**config.mk**
```make
export PLATFORM = sky130hd
export DESIGN_NAME = dit_timer
export DESIGN_NICKNAME = d
export VERILOG_FILES = /design/src/rtl/dit_pkg.sv /design/src/rtl/dit_timer.sv
export SDC_FILE = /design/constraint.sdc
export NUM_CORES = 1
export LEC_CHECK = 0
export BUFFER_PORTS_ARGS = -buffer_cell sky130_fd_sc_hd__buf_4
export CAP_MARGIN = 0
export CORE_ASPECT_RATIO = 1.2
export CORE_MARGIN = 2
export CORE_UTILIZATION = 52
export DETAILED_ROUTE_END_ITERATION = 8
export PLACE_DENSITY = 0.77
export SYNTH_ARGS = -nofsm -noshare
export SYNTH_HDL_FRONTEND = slang
export SYNTH_SLANG_ARGS = --single-unit
```
**constraint.sdc**
```tcl
create_clock -name clk -period 3.1 [get_ports clk]
set_input_delay 0.31 -clock clk [delete_from_list [all_inputs] [get_ports clk]]
set_output_delay 0.31 -clock clk [all_outputs]
set_load 0.03 [all_outputs]
```
**src/rtl/dit_pkg.sv**
```systemverilog
/*
  Package for the down-counting interval timer: widths, reset values,
  status bit positions and the capture queue depth.
  Assumes a single 100 MHz clock domain and no register bus.
*/
package dit_pkg;
  // ****************************************
  // sizes
  // ****************************************
  localparam int DIT_RES = 16;
  localparam int DIT_QDEPTH = 4;
  localparam int DIT_QPTR = 2;
  localparam int DIT_NSTAT = 4;

  // ****************************************
  // reset values
  // ****************************************
  localparam logic [DIT_RES-1:0] DIT_PERIOD_RST = 16'h00FF;
  localparam logic [DIT_NSTAT-1:0] DIT_MASK_RST = 4'h0;

  // ****************************************
  // status bit positions
  // ****************************************
  localparam int DIT_ST_TC = 0;
  localparam int DIT_ST_CAP = 1;
  localparam int DIT_ST_FULL = 2;
  localparam int DIT_ST_NEMP = 3;

  typedef enum logic [0:0] {
    DIT_IMPL_PROG = 1'b0,
    DIT_IMPL_FIXED = 1'b1
  } dit_impl_e;
endpackage

```
**src/rtl/dit_timer.sv**
```systemverilog
/*
  Down-counting interval timer core with capture queue and a masked
  interrupt output. Control bits are plain ports driven by neighbouring
  logic; all inputs except arst_n are synchronous to clk.
*/
`timescale 1ns/1ns
`default_nettype none
module dit_timer
  import dit_pkg::*;
#(
  parameter dit_impl_e IMPL = DIT_IMPL_PROG
) (
  input wire logic clk, // 100 MHz clock
  input wire logic arst_n, // async reset, active low
  input wire logic count_en, // counting enable
  input wire logic global_en, // global enable, fixed build only
  input wire logic reload_req, // external reload event
  input wire logic capture_req, // capture event
  input wire logic period_we, // period write strobe
  input wire logic [dit_pkg::DIT_RES-1:0] period_wdata, // new period
  input wire logic cap_rd, // pop one capture
  input wire logic [dit_pkg::DIT_NSTAT-1:0] int_mask, // per-bit mask
  input wire logic int_en, // auxiliary interrupt enable
  output logic [dit_pkg::DIT_RES-1:0] count, // live count
  output logic [dit_pkg::DIT_RES-1:0] period, // period register
  output logic [dit_pkg::DIT_RES-1:0] cap_data, // oldest capture; newest capture in the fixed build
  output logic [dit_pkg::DIT_NSTAT-1:0] status, // status bits
  output logic terminal_count, // pulse at zero, one cycle long unless period is 0
  output logic irq // interrupt output
);
  import dit_pkg::*;

  // ****************************************
  // enable and events
  // ****************************************
  logic run;
  logic at_zero;
  logic do_reload;
  logic [DIT_RES-1:0] q [DIT_QDEPTH];
  logic [DIT_QPTR-1:0] wr_ptr;
  logic [DIT_QPTR-1:0] rd_ptr;
  logic [DIT_QPTR:0] fill;
  logic push;
  logic pop;
  logic [DIT_RES-1:0] next_cap_data;
  logic [DIT_NSTAT-1:0] next_status;
  logic [DIT_RES-1:0] second_entry;

  assign run = count_en && (IMPL == DIT_IMPL_PROG || global_en);
  assign at_zero = (count == '0);
  assign do_reload = reload_req || (run && at_zero);

  // ****************************************
  // period register
  // ****************************************
  // writable period, param reset
  always_ff @(posedge clk or negedge arst_n) begin
    if (!arst_n) begin
      period <= DIT_PERIOD_RST;
    end else if (period_we) begin
      period <= period_wdata;
    end
  end

  // ****************************************
  // counter
  // ****************************************
  // count, period and captures at DIT_RES bits; count is a plain output
  // reload wins over decrement; cycle starts at period
  always_ff @(posedge clk or negedge arst_n) begin
    if (!arst_n) begin
      count <= DIT_PERIOD_RST;
    end else if (do_reload) begin
      count <= period;
    end else if (run) begin
      count <= count - 1'b1;
    end
  end

  always_ff @(posedge clk or negedge arst_n) begin
    if (!arst_n) begin
      terminal_count <= 1'b0;
    end else begin
      terminal_count <= run && at_zero;
    end
  end

  // ****************************************
  // capture storage
  // ****************************************
  // fixed build keeps one register; a full queue drops new captures
  assign push = capture_req && (IMPL == DIT_IMPL_FIXED || fill != (DIT_QPTR+1)'(DIT_QDEPTH));
  assign pop = cap_rd && (fill != '0) && (IMPL == DIT_IMPL_PROG);

  // copy count on capture; in-order queue
  always_ff @(posedge clk or negedge arst_n) begin
    if (!arst_n) begin
      wr_ptr <= '0;
      rd_ptr <= '0;
      fill <= '0;
      for (int i = 0; i < DIT_QDEPTH; i++) begin
        q[i] <= '0;
      end
    end else begin
      if (push) begin
        q[wr_ptr] <= count;
        wr_ptr <= (IMPL == DIT_IMPL_FIXED) ? wr_ptr : wr_ptr + 1'b1;
      end
      if (pop) begin
        rd_ptr <= rd_ptr + 1'b1;
      end
      if (IMPL == DIT_IMPL_FIXED) begin
        fill <= (push || fill != '0) ? (DIT_QPTR+1)'(1) : '0;
      end else begin
        fill <= fill + (DIT_QPTR+1)'(push) - (DIT_QPTR+1)'(pop);
      end
    end
  end

  // entry behind the head; it becomes the head after a pop
  assign second_entry = q[rd_ptr + 1'b1];

  // head of queue, registered so the port comes from a flip-flop
  always_comb begin
    next_cap_data = q[rd_ptr];
    if (fill == '0 || (pop && fill == (DIT_QPTR+1)'(1))) begin
      next_cap_data = push ? count : cap_data;
    end else if (pop) begin
      next_cap_data = second_entry;
    end
    // fixed build keeps a single register: the newest capture lands at once
    if (IMPL == DIT_IMPL_FIXED) begin
      next_cap_data = push ? count : cap_data;
    end
  end

  always_ff @(posedge clk or negedge arst_n) begin
    if (!arst_n) begin
      cap_data <= '0;
    end else begin
      cap_data <= next_cap_data;
    end
  end

  // ****************************************
  // status and interrupt
  // ****************************************
  // tc source at zero; queue not empty
  always_comb begin
    next_status = '0;
    next_status[DIT_ST_TC] = run && at_zero;
    next_status[DIT_ST_CAP] = push;
    next_status[DIT_ST_FULL] = (IMPL == DIT_IMPL_PROG)
      && (fill + (DIT_QPTR+1)'(push) - (DIT_QPTR+1)'(pop) == (DIT_QPTR+1)'(DIT_QDEPTH));
    next_status[DIT_ST_NEMP] = (fill + (DIT_QPTR+1)'(push) - (DIT_QPTR+1)'(pop)) != '0;
  end

  always_ff @(posedge clk or negedge arst_n) begin
    if (!arst_n) begin
      status <= '0;
    end else begin
      status <= next_status;
    end
  end

  // per-bit mask; aux enable; OR of sources
  always_ff @(posedge clk or negedge arst_n) begin
    if (!arst_n) begin
      irq <= 1'b0;
    end else begin
      irq <= int_en && |(next_status & int_mask);
    end
  end
endmodule
`default_nettype wire

```
Word-level counts from Yosys, hierarchy flattened
Index checks and enable logic that the tools add are counted.
- register bits after elaboration: 125
- output and inout bits: 54
- $add $sub $neg: 5
- order comparisons: 4
- equal/unequal tests: 4
- mux-type cells: 14
- bitwise logic cells: 4
- reductions and logical operators: 14
- operators by type and width (kind ; count):
    $mux 16 ; 10
    $bmux 16 s2 ; 2
    $bwmux 64 ; 1
    $demux 16 s2 ; 1
    $logic_not 16->1 ; 1
    $sub 16x1->16 const B ; 1
    $ge 3x3->1 const B ; 3
    $not 2->3 ; 3
    $logic_and 1x1->1 ; 6
    $reduce_bool 3->1 ; 2
    $add 2x1->2 const B ; 2
    $and 4x4->4 ; 1
    $reduce_or 4->1 ; 1
    $add 3x1->3 ; 1
    $eq 3x1->1 const B ; 1
    $eq 3x3->1 const B ; 1
    $logic_not 3->1 ; 1
    $lt 3x1->1 const B ; 1
    $ne 3x3->1 const B ; 1
    $sub 3x1->3 ; 1
    $logic_or 1x1->1 ; 2
    $ne 2x2->1 const B ; 1
    $reduce_bool 2->1 ; 1

Logic depth before layout (Yosys ltp)
- word-level depth: 8
- gate-level depth with buffers: 12

Worst setup path before layout
No wires, ideal clock.
- kind: reg-to-reg
- start point: register fill[2]
- end point: register irq
- arrival time: 2.993 ns
- required time: 2.960 ns
- setup slack: -0.033 ns
- cell stages (with the launch flop): 12
- cell sequence: dfrtp_1 > o31ai_2 > buf_2 > inv_1 > ha_1 > inv_1 > ha_1 > fa_1 > xor3_1 > nor3_1 > a222oi_1 > a21boi_0
- word-level cells in the longest chain between the ends: 8
- elaborated cells between the ends (all ways): 11
- classes of those cells: add/sub (2); eq/ne (2); bitwise (1); reduce/logical (6)
- RTL lines (what ; line ; text):
    from (decl) ; dit_timer.sv:42 ; logic [DIT_QPTR:0] fill;
    from (signal assigned) ; dit_timer.sv:113 ; fill <= (push || fill != '0) ? (DIT_QPTR+1)'(1) : '0;
    from (signal assigned) ; dit_timer.sv:115 ; fill <= fill + (DIT_QPTR+1)'(push) - (DIT_QPTR+1)'(pop);
    $ne 3x3->1 ; dit_timer.sv:92 ; assign push = capture_req && (IMPL == DIT_IMPL_FIXED || fill != (DIT_QPTR+1)'(DIT_QDEPTH));
    $logic_and 1x1->1 ; dit_timer.sv:92 ;
    $add 3x1->3 ; dit_timer.sv:154 ; && (fill + (DIT_QPTR+1)'(push) - (DIT_QPTR+1)'(pop) == (DIT_QPTR+1)'(DIT_QDEPTH));
    $sub 3x1->3 (*) ; dit_timer.sv:154 ;
    $eq 3x3->1 (*) ; dit_timer.sv:154 ;
    via next_status[2] ; dit_timer.sv:46 ; logic [DIT_NSTAT-1:0] next_status;
    $and 4x4->4 (*) ; dit_timer.sv:171 ; irq <= int_en && |(next_status & int_mask);
    $reduce_or 4->1 (*) ; dit_timer.sv:171 ;
    $logic_and 1x1->1 (*) ; dit_timer.sv:171 ;
    to (signal assigned) ; dit_timer.sv:171 ;
    to (decl) ; dit_timer.sv:29 ; output logic irq
Mark *: on every way through the listed nets, which the timed path passes. The rest lies on a longest branch.
A chain may end at the register's enable or synchronous reset.

Worst setup path after layout
Same ends and word-level chain as after synthesis.

==> run metrics <==
most common cell in the netlist dfrtp_1; initial antenna violation count 0; fin nets 557; share of synthesized registers carrying an async set or reset 100%; Syn Nets 480; top post-synthesis cells by area dfrtp_1, mux2_2, mux4_2, dfstp_2, mux2i_1; Worst VDD drop 0.502 mV; # setup viols final 0; Hold Path Class in -> reg; Hold EP period[8]; Clock Skew 0.00843 ns; DR vias/cell 5.76; CP Capture Type register; status complete, no violations; GRT Total Usage 21.9%; Area after DPL 7040 um^2; critical path fanouts, max 4; reg2reg start fill[2]; reg2reg setup slack 0.37 ns; H-tree depth 4; Synth Register Bits 124; most frequent cells after synthesis dfrtp_1, mux2_2, mux4_2, nand2_1, o21ai_0; library cells used by synthesis 44; share of the synthesized area in the top cell type 43.0%; Psw 0.00278 W; Slew headroom 56.6%; worst reg2reg path depth 10; hold wc startpoint period_wdata[8]; largest net degree at the start of global routing 76; num ports 83; post-synth top area cell dfrtp_1; Layout area overhead 22.2%; Die Span X 104 um; core area 11700 um^2; Routed WL 13200 um; Sequential Power Share 34.9%; RSZ-0062 raised after global routing false; clock latency on the worst-skew pair 0.41 ns; Worst EP required 3.37 ns; EDFF count, synth 0; max-slew violation count 0; DR WL/cell 19.1 um; postcts setup bufs 0; die height 124 um; Synth Instances 442; # clock sinks 124; starting density of the core 53.8%; crit path from fill[2]; WP data arrival 3.00 ns; Crit Reg-Reg Endpoint irq; Leak 3.40 nW; Hold Path Stages 2; Post-CTS Resized 0; Switching Fraction 32.9%; startpoint type of the worst setup path register; total gr overflow 0; hold buffers post-CTS 1; 1st-pass router iterations 4; CP Class reg -> reg; Std-Cell Rows 43; CTS tree yes; finished layout cell area 7680 um^2; cell-internal power 0.00566 W; die area 13000 um^2; TritonCTS Buffers 17; clock power share 24.5%; Primary FF master, synth dfrtp_1; initial DRC count 264; # DRC 0; first-pass GRT wire length 22200 um; fin crit period 2.73 ns; share of layout cells above drive strength 1 54.5%; f_max 367 MHz; GP Congestion 0.763; Final ANT Viol Nets 0; Hold Vio Cnt, Final 0; Power Density 1100 nW/um^2; Cell Area, Synth 6280 um^2; fill cell count 837; I/O Buffers 81; root buffer cell clkbuf_16; vias in the first global route 4377; n_diodes 0; Least-Margin Pin Slew 0.650 ns; MaxCap Viol Count 0; post-synthesis sequential area ratio 49.7%; Tcrit/Tclk final 87.9%; clock buffer depth 2; logic gate share of total power 40.5%; total negative slack 0 ns; Synthesis Warnings 0; Detailed Place HPWL 8430 um; vias post-DR 3971; Reg clk slew, reported paths 0.05 ns; Syn Area/Cell 14.2 um^2
[flip-flops by register name, summed over array words and instances, names as in the netlist]
register / cells
fill: 3
wr_ptr: 2
cap_data: 16
period: 16
rd_ptr: 2
irq: 1
count: 16
status: 4
q: 64
[cells by family after synthesis]
family | share of synthesized area, %
multiplexers | 34.6
AND/OR/NAND/NOR | 4.98
adder cells (fa/ha/maj) | 1.91
XOR/XNOR | 2.47
AO/OA/AOI/OAI | 2.91
buffers and inverters | 3.39
flip-flops | 49.7
[cell usage in the layout (no fill, tap or decap), types with 8 or more instances in the layout]
cell,synthesis,final
ha_1,8,8
dfstp_2,16,16
dfrtp_1,108,107
clkbuf_16,0,17
mux2_2,102,102
mux2_4,9,9
mux4_2,32,32
o21ai_0,20,18
inv_1,10,10
buf_4,1,91
xnor2_1,10,10
nand2_1,28,28
mux2i_1,17,17
[final cells by class]
cell class,instances,area (um^2),area share (%)
multi-input combinational,271,2960,38.5
tap,157,196,2.56
timing repair buffer,94,733,9.55
inverter,11,41.3,0.538
clock buffer,26,519,6.76
clock inverter,6,105,1.37
sequential,124,3120,40.7
[metrics by stage]
stage          worst slack (ns)  power [W]  std cells  hold slack (ns)  utilization [%]
2_1_floorplan             0.122    0.00546        442           0.0144                -
3_3_place_gp              0.475    0.00620        656            0.376             60.3
3_5_place_dp              0.345    0.00640        656            0.381             60.3
4_1_cts                   0.334    0.00853        689            0.115             65.8
5_1_grt                   0.131    0.00894        689            0.113             65.8
6_report                  0.374    0.00844        689            0.130             65.8
[worst max-delay path by stage]
stage	slack, ns	end	depth (start not counted)
final	0.37	irq	10
after global routing	0.13	irq	10
after CTS	0.33	irq	10
after detailed placement	0.35	irq	10
after global placement	0.48	irq	10
after floorplan	0.12	irq	11
[power groups by stage]
stage	Combinational, W	Sequential [W]	Clock, W
after detailed placement	0.00343	0.00296	0
after CTS	0.00347	0.00295	0.00210
after global placement	0.00332	0.00288	0
after global routing	0.00370	0.00306	0.00218
final	0.00342	0.00295	0.00207
after floorplan	0.00244	0.00302	0
[critical path, cell delays in order, from the launching register on]
cell	delay, ns
dfrtp_1	0.44
o31ai_4	0.27
inv_1	0.09
ha_1	0.28
inv_1	0.04
ha_1	0.19
fa_1	0.36
xor3_1	0.43
nor3_1	0.07
a222oi_1	0.25
a21boi_0	0.14
[per-layer routing]
layer  global-route usage, %  up-vias  wire [um]
li1                        -     1777          -
met1                    26.7     2077       5420
met2                    37.8      100       6890
met3                    5.39       17        626
met4                    7.47        0        211
met5                       0        -          0
Power figures use the tool's default switching activity.
